$ cat src/pra_cfg.svh
// Purpose: constants of the paged register addressing block
// Assumes: included by its bare name
// Notes:   register indices are six-bit word indices
`ifndef PRA_CFG_SVH
`define PRA_CFG_SVH

`define PRA_AW            6
`define PRA_NREG          64
`define PRA_SUB_W         3
`define PRA_PAGE_SLOT     3'h0
`define PRA_IDX_CMD       6'h01
`define PRA_IDX_STATUS    6'h03
`define PRA_IDX_ERROR     6'h0a
`define PRA_IDX_RUNLEN    6'h21
`define PRA_IDX_TESTSEL   6'h3f
`define PRA_PG_EN_BIT     7
`define PRA_PG_HI         2
`define PRA_PG_LO         0
`define PRA_ST_BUSY_BIT   0
`define PRA_ST_MUXED_BIT  1
`define PRA_ER_REJ_BIT    0
`define PRA_CMD_IDLE      8'h00
`define PRA_RST_BYTE      8'h00
`define PRA_RST_PAGE      3'h0
`define PRA_RST_PG_EN     1'b0
`define PRA_RD_UNDEF      8'h00
`define PRA_BA_HI         7
`define PRA_BA_LO         2

`endif

$ cat src/pra_pkg.sv
// Purpose: types of the paged register addressing block
// Assumes: pra_cfg.svh gives the widths
// Notes:   one-hot codes throughout
`include "pra_cfg.svh"
package pra_pkg;

  typedef enum logic [1:0] {
    PRA_BUS_IDLE = 2'b01,
    PRA_BUS_ACK  = 2'b10
  } pra_bus_e;

  typedef enum logic [4:0] {
    PRA_CLS_PAGE = 5'b00001,
    PRA_CLS_RW   = 5'b00010,
    PRA_CLS_DYN  = 5'b00100,
    PRA_CLS_RO   = 5'b01000,
    PRA_CLS_WO   = 5'b10000
  } pra_cls_e;

  typedef logic [`PRA_AW-1:0] pra_idx_t;

endpackage

$ cat src/pra_cmd_if.sv
// Purpose: command start and completion between bank and engine
// Assumes: one clock domain
// Notes:   start and done are one-cycle pulses
`timescale 1ns/10ps
interface pra_cmd_if;
  logic       start;
  logic [7:0] code;
  logic [7:0] run_len;
  logic       done;
  modport bank   (output start, output code, output run_len, input done);
  modport engine (input start, input code, input run_len, output done);
endinterface

$ cat src/pra_regbank.sv
// Purpose: paged register bank behind an Avalon-MM slave
// Assumes: 8-bit registers in the low byte of each 32-bit word
// Notes:   one wait cycle per access, then waitrequest low once
//
// Contract
// - six-bit address reaches 64 registers
// - eight pages of eight, page in top bits
// - page register reachable from every page
// - dedicated bus gives only three pins
// - dedicated paged: page bits over three pins
// - muxed bus gives six bits, paged or linear
// - muxed paged: page bits over low three
// - muxed linear: all six bits direct
// - dynamic bits host written, engine may overwrite
// - command register clears after command completes
// - read-only registers ignore host writes
// - page register at slot zero of each page
//
// Our own choices: register access over Avalon-MM and the register addresses.
`timescale 1ns/10ps
module pra_regbank
  import pra_pkg::*;
(
  input  wire logic        clk_i,
  input  wire logic        rst_n_i,
  input  wire logic        muxed_bus_mode_i,
  input  wire logic [7:0]  avs_address_i,
  input  wire logic        avs_read_i,
  input  wire logic        avs_write_i,
  input  wire logic [31:0] avs_writedata_i,
  input  wire logic [3:0]  avs_byteenable_i,
  output logic      [31:0] avs_readdata_o,
  output logic             avs_waitrequest_o,
  output logic             paging_enable_o,
  output logic      [2:0]  page_number_o,
  output logic             cmd_busy_o
);

  typedef struct packed {
    pra_bus_e                   bus;
    logic                       waitreq;
    logic [31:0]                rdata;
    pra_idx_t                   idx;
    logic                       wr;
    logic                       wr_en;
    logic [7:0]                 wdata;
    logic                       paging_enable;
    logic [2:0]                 page_number;
    logic [7:0]                 command;
    logic                       busy;
    logic                       rejected;
    logic                       start;
    logic [1:0]                 mode_sync;
    logic [`PRA_NREG-1:0][7:0]  mem;
  } pra_bank_s;

  pra_bank_s r;
  pra_bank_s next_r;

  pra_cmd_if cmd_bus ();

  pra_cmd_engine u_engine (
    .clk_i   (clk_i),
    .rst_n_i (rst_n_i),
    .cmd     (cmd_bus.engine)
  );

  // host address to register index
  function automatic pra_idx_t form_index(
    input logic       muxed,
    input logic       pg_en,
    input logic [2:0] page,
    input pra_idx_t   host
  );
    pra_idx_t idx;
    idx = host;
    if (!muxed) begin
      // only pins 2..0 exist on this bus
      idx = {page, host[`PRA_SUB_W-1:0]};
    end else if (pg_en) begin
      // bits 5..3 are ignored here
      idx = {page, host[`PRA_SUB_W-1:0]};
    end else begin
      idx = host;
    end
    return idx;
  endfunction

  // access class of a register index
  function automatic pra_cls_e class_of(input pra_idx_t idx);
    pra_cls_e cls;
    cls = PRA_CLS_RW;
    if (idx[`PRA_SUB_W-1:0] == `PRA_PAGE_SLOT) begin
      cls = PRA_CLS_PAGE;
    end else if (idx == `PRA_IDX_CMD) begin
      cls = PRA_CLS_DYN;
    end else if (idx == `PRA_IDX_STATUS || idx == `PRA_IDX_ERROR) begin
      cls = PRA_CLS_RO;
    end else if (idx == `PRA_IDX_TESTSEL) begin
      cls = PRA_CLS_WO;
    end
    return cls;
  endfunction

  // byte seen by a host read
  function automatic logic [7:0] read_byte(
    input pra_bank_s s,
    input pra_idx_t  idx
  );
    logic [7:0] v;
    v = `PRA_RD_UNDEF;
    unique case (class_of(idx))
      PRA_CLS_PAGE: begin
        v[`PRA_PG_EN_BIT]         = s.paging_enable;
        v[`PRA_PG_HI:`PRA_PG_LO]  = s.page_number;
      end
      PRA_CLS_RW: begin
        v = s.mem[idx];
      end
      PRA_CLS_DYN: begin
        v = s.command;
      end
      PRA_CLS_RO: begin
        if (idx == `PRA_IDX_STATUS) begin
          v[`PRA_ST_BUSY_BIT]  = s.busy;
          v[`PRA_ST_MUXED_BIT] = s.mode_sync[1];
        end else begin
          v[`PRA_ER_REJ_BIT] = s.rejected;
        end
      end
      PRA_CLS_WO: begin
        v = `PRA_RD_UNDEF;
      end
    endcase
    return v;
  endfunction

  always_comb begin
    next_r              = r;
    next_r.start        = 1'b0;
    next_r.mode_sync[0] = muxed_bus_mode_i;
    next_r.mode_sync[1] = r.mode_sync[0];

    // engine completion returns the command to idle
    if (cmd_bus.done) begin
      next_r.command = `PRA_CMD_IDLE;
      next_r.busy    = 1'b0;
    end

    unique case (r.bus)
      PRA_BUS_IDLE: begin
        next_r.waitreq = 1'b1;
        if (avs_read_i || avs_write_i) begin
          // index formed with the page state now in force
          next_r.idx = form_index(
            r.mode_sync[1],
            r.paging_enable,
            r.page_number,
            avs_address_i[`PRA_BA_HI:`PRA_BA_LO]);
          next_r.wr    = avs_write_i;
          next_r.wr_en = avs_byteenable_i[0];
          next_r.wdata = avs_writedata_i[7:0];
          next_r.rdata = {24'h000000, read_byte(r, form_index(
            r.mode_sync[1],
            r.paging_enable,
            r.page_number,
            avs_address_i[`PRA_BA_HI:`PRA_BA_LO]))};
          next_r.waitreq = 1'b0;
          next_r.bus     = PRA_BUS_ACK;
        end
      end
      PRA_BUS_ACK: begin
        // the master samples waitrequest low at this edge
        next_r.waitreq = 1'b1;
        next_r.bus     = PRA_BUS_IDLE;
        if (r.wr && r.wr_en) begin
          unique case (class_of(r.idx))
            PRA_CLS_PAGE: begin
              // both fields in one access, used from next access
              next_r.paging_enable =
                r.wdata[`PRA_PG_EN_BIT];
              next_r.page_number =
                r.wdata[`PRA_PG_HI:`PRA_PG_LO];
            end
            PRA_CLS_RW: begin
              next_r.mem[r.idx] = r.wdata;
            end
            PRA_CLS_WO: begin
              next_r.mem[r.idx] = r.wdata;
            end
            PRA_CLS_DYN: begin
              if (r.busy && !cmd_bus.done) begin
                // a new command while one runs is refused
                next_r.rejected = 1'b1;
              end else if (r.wdata != `PRA_CMD_IDLE) begin
                next_r.command  = r.wdata;
                next_r.busy     = 1'b1;
                next_r.start    = 1'b1;
                next_r.rejected = 1'b0;
              end else begin
                next_r.command = r.wdata;
              end
            end
            PRA_CLS_RO: begin
              // host writes leave read-only state alone
              next_r.rejected = r.rejected;
            end
          endcase
        end
      end
    endcase
  end

  always_ff @(posedge clk_i) begin
    if (!rst_n_i) begin
      r               <= '0;
      r.bus           <= PRA_BUS_IDLE;
      r.waitreq       <= 1'b1;
      r.paging_enable <= `PRA_RST_PG_EN;
      r.page_number   <= `PRA_RST_PAGE;
      r.command       <= `PRA_CMD_IDLE;
    end else begin
      r <= next_r;
    end
  end

  // engine reads the run length but never writes it
  assign cmd_bus.start   = r.start;
  assign cmd_bus.code    = r.command;
  assign cmd_bus.run_len = r.mem[`PRA_IDX_RUNLEN];

  assign avs_readdata_o    = r.rdata;
  assign avs_waitrequest_o = r.waitreq;
  assign paging_enable_o   = r.paging_enable;
  assign page_number_o     = r.page_number;
  assign cmd_busy_o        = r.busy;

endmodule // pra_regbank

$ cat src/pra_cmd_engine.sv
// Purpose: runs a written command for a set number of cycles
// Assumes: start only while idle
// Notes:   run length zero counts as one cycle
`timescale 1ns/10ps
module pra_cmd_engine
  import pra_pkg::*;
(
  input  wire logic clk_i,
  input  wire logic rst_n_i,
  pra_cmd_if.engine cmd
);

  typedef struct packed {
    logic       active;
    logic [7:0] cnt;
    logic       done;
  } pra_eng_s;

  pra_eng_s r;
  pra_eng_s next_r;

  always_comb begin
    next_r      = r;
    next_r.done = 1'b0;
    if (cmd.start) begin
      next_r.active = 1'b1;
      next_r.cnt    = cmd.run_len;
    end else if (r.active) begin
      if (r.cnt <= 8'h01) begin
        next_r.active = 1'b0;
        next_r.done   = 1'b1;
      end else begin
        next_r.cnt = r.cnt - 8'h01;
      end
    end
  end

  always_ff @(posedge clk_i) begin
    if (!rst_n_i) begin
      r <= '0;
    end else begin
      r <= next_r;
    end
  end

  assign cmd.done = r.done;

endmodule // pra_cmd_engine

$ cat config.mk
export PLATFORM = sky130hd
export DESIGN_NAME = pra_regbank
export DESIGN_NICKNAME = d
export VERILOG_FILES = /design/src/pra_pkg.sv /design/src/pra_cmd_if.sv /design/src/pra_regbank.sv /design/src/pra_cmd_engine.sv
export VERILOG_INCLUDE_DIRS = /design/src
export SDC_FILE = /design/constraint.sdc
export NUM_CORES = 1
export LEC_CHECK = 0
export ABC_AREA = 0
export BUFFER_PORTS_ARGS = -buffer_cell sky130_fd_sc_hd__buf_2
export CAP_MARGIN = 40
export CORE_MARGIN = 3
export CORE_UTILIZATION = 55
export CTS_CLUSTER_SIZE = 30
export DETAILED_ROUTE_END_ITERATION = 10
export GPL_TIMING_DRIVEN = 0
export PLACE_DENSITY = 0.82
export SLEW_MARGIN = 5
export SYNTH_ARGS = -nofsm -noshare
export SYNTH_HDL_FRONTEND = slang
export SYNTH_SLANG_ARGS = --single-unit
$ cat constraint.sdc
create_clock -name clk_i -period 2.6 [get_ports clk_i]
set_input_delay 0 -clock clk_i [delete_from_list [all_inputs] [get_ports clk_i]]
set_output_delay 0 -clock clk_i [all_outputs]
set_load 0.01 [all_outputs]
Word-level counts from Yosys, hierarchy flattened
Index checks and enable logic that the tools add are counted.
W data, S select, Z words.
{"block": "op_classes", "add_sub_neg": 1, "magnitude_cmp": 4, "n_eq_ne": 21, "muxes": 44, "bitwise": 5, "n_reduce_logical": 20}
{"op": "$bwmux W512", "count": 1}
{"op": "$mux W5", "count": 12}
{"op": "$mux W51", "count": 1}
{"op": "$bmux W8 S6", "count": 1}
{"op": "$demux W8 S6", "count": 1}
{"op": "$mux W9", "count": 4}
{"op": "$mux W6", "count": 4}
{"op": "$mux W8", "count": 3}
{"op": "$mux W11", "count": 2}
{"op": "$lt A6 B7 Y1 const B", "count": 2}
{"op": "$eq A6 B1 Y1 const B", "count": 2}
{"op": "$eq A6 B2 Y1 const B", "count": 2}
{"op": "$eq A6 B4 Y1 const B", "count": 2}
{"op": "$eq A6 B6 Y1 const B", "count": 2}
{"op": "$eq A5 B1 Y1 const B", "count": 2}
{"op": "$eq A5 B2 Y1 const B", "count": 2}
{"op": "$eq A5 B3 Y1 const B", "count": 2}
{"op": "$eq A5 B5 Y1 const B", "count": 2}
{"op": "$mux W10", "count": 1}
{"op": "$pmux W2 S5", "count": 1}
{"op": "$le A8 B1 Y1 const B", "count": 1}
{"op": "$mux W1", "count": 8}
{"op": "$pmux W4 S2", "count": 1}
{"op": "$reduce_bool A8 Y1", "count": 1}
{"op": "21 further kinds", "count": 35}
{"block": "totals", "register_bits": 566, "in_bits": 49, "output_inout_bits": 38}

Logic depth before layout (Yosys ltp)
{"block": "depth", "depth_word": 15, "depth_mapped": 10, "mapped_depth_nobuf": 8}

Modules after synthesis
Synthesis repeated with hierarchy kept, for this count alone.
{"block": "unflattened", "cells_unflattened": 2734, "area_unflattened_um2": 25779.7}
{"mod": "pra_regbank", "instances": 1, "cells_each": 2671, "area_per_inst_um2": 25220.4}
{"mod": "pra_cmd_engine", "instances": 1, "cells_each": 63, "area_per_inst_um2": 559.3}

Worst setup path before layout
OpenSTA, ideal clock, no wires.
{"block": "synth_timing", "kind": "register -> register", "from": "register r, in the netlist paging_enable_o", "to": "register r, in the netlist avs_readdata_o[5]", "arrival_time_ns": 1.919, "t_required_ns": 2.483, "slack_ns": 0.564, "path_stages_with_launch": 9, "path_buffers": 2, "period_less_slack_ns": 2.036, "path_cell_list": "dfxtp_1 -> nor2b_1 -> buf_6 -> o21ai_4 -> buf_12 -> mux4_2 -> nor2_1 -> nor4_1 -> a22o_1"}
{"block": "synth_via", "elab_chain_len": 13, "elab_cells_between_ends": 20, "classes_between": "eq/ne: 6; mux: 13; reduce/logical: 1"}
{"element": "from (decl)", "line_no": "pra_regbank.sv:57", "text": "pra_bank_s r;"}
{"element": "from (signal assigned)", "line_no": "pra_regbank.sv:223", "text": "r <= next_r;"}
{"element": "$mux W6 *", "line_no": "pra_regbank.sv:80", "text": "end else if (pg_en) begin"}
{"element": "$mux W6 *", "line_no": "pra_regbank.sv:77", "text": "if (!muxed) begin"}
{"element": "$mux W6 *", "line_no": "pra_regbank.sv:153", "text": "if (avs_read_i || avs_write_i) begin"}
{"element": "$mux W6 *", "line_no": "pra_regbank.sv:150", "text": "unique case (r.bus)"}
{"element": "$eq A6 B6 Y1 (no source line) (tied with other cells)"}
{"element": "$mux W5 or $logic_or A1 B1 Y1 (tied branches)"}
{"element": "$mux W5", "line_no": "pra_regbank.sv:97", "text": "end else if (idx == `PRA_IDX_STATUS || idx == `PRA_IDX_ERROR) begin"}
{"element": "$mux W5", "line_no": "pra_regbank.sv:95", "text": "end else if (idx == `PRA_IDX_CMD) begin"}
{"element": "$mux W5", "line_no": "pra_regbank.sv:93", "text": "if (idx[`PRA_SUB_W-1:0] == `PRA_PAGE_SLOT) begin"}
{"element": "$mux W5", "line_no": "pra_regbank.sv:153"}
{"element": "$mux W5", "line_no": "pra_regbank.sv:150"}
{"element": "$eq A5 B3 Y1 or $eq A5 B2 Y1 (tied branches)", "line_no": "pra_regbank.sv:112", "text": "unique case (class_of(idx))"}
{"element": "$pmux W4 S2 *", "line_no": "pra_regbank.sv:112"}
Every way passes the cells marked *; elsewhere a longest branch is shown, timed or not. The select of a mux whose other input is x is not followed.
A chain may end at the register's enable or synchronous reset.

Worst setup path in the final report
{"block": "layout_timing", "from": "register r[541] in the netlist's numbering", "to": "register r[469] in the netlist's numbering"}
{"block": "layout_via", "elab_chain_len": 10, "elab_cells_between_ends": 22, "classes_between": "order compare: 2; eq/ne: 6; mux: 9; reduce/logical: 5"}
{"element": "$eq A6 B6 Y1 (no source line) (tied with other cells)"}
{"element": "$mux W5 or $logic_or A1 B1 Y1 (tied branches)"}
{"element": "$mux W5", "line_no": "pra_regbank.sv:97"}
{"element": "$mux W5", "line_no": "pra_regbank.sv:95"}
{"element": "$mux W5", "line_no": "pra_regbank.sv:93"}
{"element": "$mux W5", "line_no": "pra_regbank.sv:176", "text": "if (r.wr && r.wr_en) begin"}
{"element": "$mux W5", "line_no": "pra_regbank.sv:150"}
{"element": "$eq A5 B5 Y1 or $eq A5 B2 Y1 (tied branches)", "line_no": "pra_regbank.sv:177", "text": "unique case (class_of(r.idx))"}
{"element": "$reduce_or A2 Y1 (no source line)"}
{"element": "$reduce_and A3 Y1 (no source line)"}
Several ways; a longest one is shown, not always the timed one. The select of a mux whose other input is x is not followed.

==> impl_metrics.tcl <==
set metrics [dict create \
    dp_hpwl_um 63170 \
    setup_viol 0 \
    max_cap_viol_count 0 \
    boundaryPins 87 \
    status "finished clean" \
    die_height_um 224.0 \
    drt_iter0_markers 3151 \
    fillers 3694 \
    hold_path.class "in -> reg" \
    synth_seq_cells 566 \
    synthCells 2523 \
    seq_area_frac_synth 0.4335 \
    switching_power_mw 4.647 \
    leakage_nw 10.47 \
    power_mw 18.91 \
    wl_per_cell_um 26.83 \
    nets 2712 \
    globalplace.congestion 1.035 \
    drc 0 \
    period_needed_ns 2.582 \
    numCtsBuffers 58 \
    period_share 0.9929 \
    synth_compound_area_frac 0.1070 \
    viasPerCell 6.438 \
    grt_max_degree 15 \
    grtUsageTotal 0.3475 \
    p_seq_frac 0.462 \
    synthSimpleGateAreaFrac 0.1903 \
    cts_root_buf "clkbuf_16" \
    cp-end-kind "flip-flop" \
    pre_cts_ws_ns -0.2212 \
    grt_overflow 0 \
    timing.final.ws_setup_ns 0.01842 \
    p_sw_frac 0.2458 \
    synth.area.mux_share 0.2130 \
    dieArea_um2 50180 \
    yosysTopAreaCellShare 0.4335 \
    clk_pin_slew_ns 0.07 \
    crit_fanout 10 \
    post-route-util 0.6296 \
    drive_above_1_share 0.1605 \
    synth_edf_count 0 \
    cts_buffer_depth 3 \
    cts_tree "built" \
    path_class "reg -> reg" \
    final_common_cell "dfxtp_1" \
    relSlewSlack 0.3116 \
    rows 79 \
    synthFlopType "dfxtp_1" \
    combPwrFrac 0.075 \
    synth.avg_cell_area_um2 10.36 \
    synth_top_area_cell "dfxtp_1" \
    p_clk_frac 0.462 \
    rsz0062_at_grt "yes" \
    synth_area_leaders "dfxtp_1 (43%), mux4_2 (11%), mux2i_1 (9.0%), a21boi_0 (6.1%), nor2b_1 (5.4%)" \
    dr.pass1.iters 6 \
    ys_warn_count 0 \
    crit_arrival_ns 3.13 \
    start_util 0.5591 \
    layout_common_cells "dfxtp_1 (565), nand2_1 (314), mux2i_1 (234), nor2b_1 (224), a21boi_0 (211)" \
    grt_pass1_wl_um 131000 \
    antenna_found_initial 4 \
    clock.fmax_ghz 0.3874 \
    die_w_um 224.0 \
    synth_top_family_by_area "multiplexers" \
    internal_power_mw 14.26 \
    powerDensity_nw_per_um2 642.3 \
    synth_area_um2 26140 \
    cp.required_ns 3.15 \
    hold_depth 5 \
    wirelength_um 88820 \
    antenna_cells 0 \
    reg2reg_depth 6 \
    synth_xor_area_frac 0.002010 \
    port_buffers 30 \
    insertion_delay_ns 0.64 \
    synth_adder_area_share 0.0009573 \
    hold-worst-slack_ns 0.06205 \
    ant_nets 0 \
    vdd_ir_drop_max_v 0.0007133 \
    first_global_vias 20803 \
    core_um2 46750 \
    multiInputGateArea_um2 13590 \
    skew_ns 0.03020 \
    synthDistinctLibCells 83 \
    num_vias 21317 \
    slew_viol_final 0 \
    htree_levels 2 \
    worstSetupStartpointType "flip-flop" \
    clock_sinks 566 \
    final-hold-violation-count 0 \
    area_growth_pct 12.61 \
    worst_pin_slew_ns 1.029 \
    regArea_um2 11330 \
    synthArstFlopShare 0 \
]
power by group through the flow:
stage | clock [mW] | combinational, mW | sequential [mW]
after floorplan | 0 | 0.797 | 8.92
after global placement | 0 | 1.30 | 8.93
after detailed placement | 0 | 1.33 | 8.93
after CTS | 8.72 | 1.35 | 8.74
after global routing | 9.03 | 1.45 | 8.74
final | 8.74 | 1.42 | 8.74
cell usage after synthesis (all sizes together), types with 4 or more instances:
cell type / n
dfxtp: 566
nand2: 322
mux2i: 236
a21boi: 225
nor2b: 224
nand3: 153
clkbuf: 142
mux4: 140
buf: 109
and2: 93
o21ai: 80
nor2: 58
a22o: 14
nor3: 14
inv: 11
nor4: 11
a31oi: 10
a21oi: 9
a32o: 8
nand2b: 8
o211a: 8
nand3b: 6
a32oi: 5
and3: 5
nand4: 4
or3: 4
xnor2: 4
sequential cells by signal, indices dropped and copies added, names as in the netlist:
signal             cells
page_number_o          3
cmd_bus.start          1
paging_enable_o        1
avs_readdata_o         8
cmd_busy_o             1
r                    524
cmd_bus.run_len        8
cmd_bus.code           8
u_engine.cmd.done      1
next_r                 1
avs_waitrequest_o      1
u_engine.r             9
logic make-up (layout without fill, tap and decap cells):
kind of cell | count (synthesis) | in the layout
AND/OR/NAND/NOR | 922 | 922
AO/OA/AOI/OAI | 385 | 385
other | 1 | 24
multiplexers | 378 | 378
XOR/XNOR | 6 | 6
flip-flops | 566 | 566
buffers and inverters | 263 | 421
adder cells (fa/ha/maj) | 2 | 2
stage by stage:
stage	cells	area [µm²]	setup TNS (ns)
6_report	3311	29440	0
5_1_grt	3311	29440	-0.1506
4_1_cts	3307	29320	0
3_5_place_dp	3189	27200	-1.455
3_3_place_gp	3183	27140	-5.169
2_1_floorplan	2546	26230	0
layout make-up:
| class | instances | share of cell area |
|---|---|---|
| multi-input cells | 1717 | 0.4616 |
| flip-flops and latches | 566 | 0.3850 |
| clock buffers | 82 | 0.05649 |
| plain buffers | 251 | 0.04595 |
| well taps | 607 | 0.02580 |
| repair buffers | 55 | 0.01364 |
| clock inverters | 21 | 0.01003 |
| inverters | 12 | 0.001530 |
per-layer routing:
metal  up-vias  part of all wire  track usage  routed length (µm)
met1     10445              0.38       0.4687               34010
met2      1483              0.44       0.5284               39000
met4         0             0.062       0.1890                5493
met5         -                 0            0                   0
met3       308              0.12      0.07037               10320
li1       9081                 -            -                   -
critical path, stage by stage, from the launching register on:
cell and delay [ns]:
dfxtp_1 0.29, buf_2 0.17, buf_2 0.21, nor3b_2 0.75
clkbuf_1 0.69, nand3_1 0.16, a21boi_0 0.21
worst paths after layout:
path / start / to / slack (ns)
hold / removal: avs_address_i[6] / avs_readdata_o[2] / 0.06
hold reg to reg: r[11] / r[11] / 0.46
setup reg to reg: r[541] / r[469] / 0.02
setup / recovery: r[541] / r[469] / 0.02
timing repair:
item,4_1_cts,5_1_grt
pin swaps,1,2
resized for setup,6,19
endpoints found under the hold margin,13,0
buffers inserted,2,4
endpoints found under the setup margin,13,138
hold buffers,13,0
No activity file was read; power rests on OpenSTA's default activity.
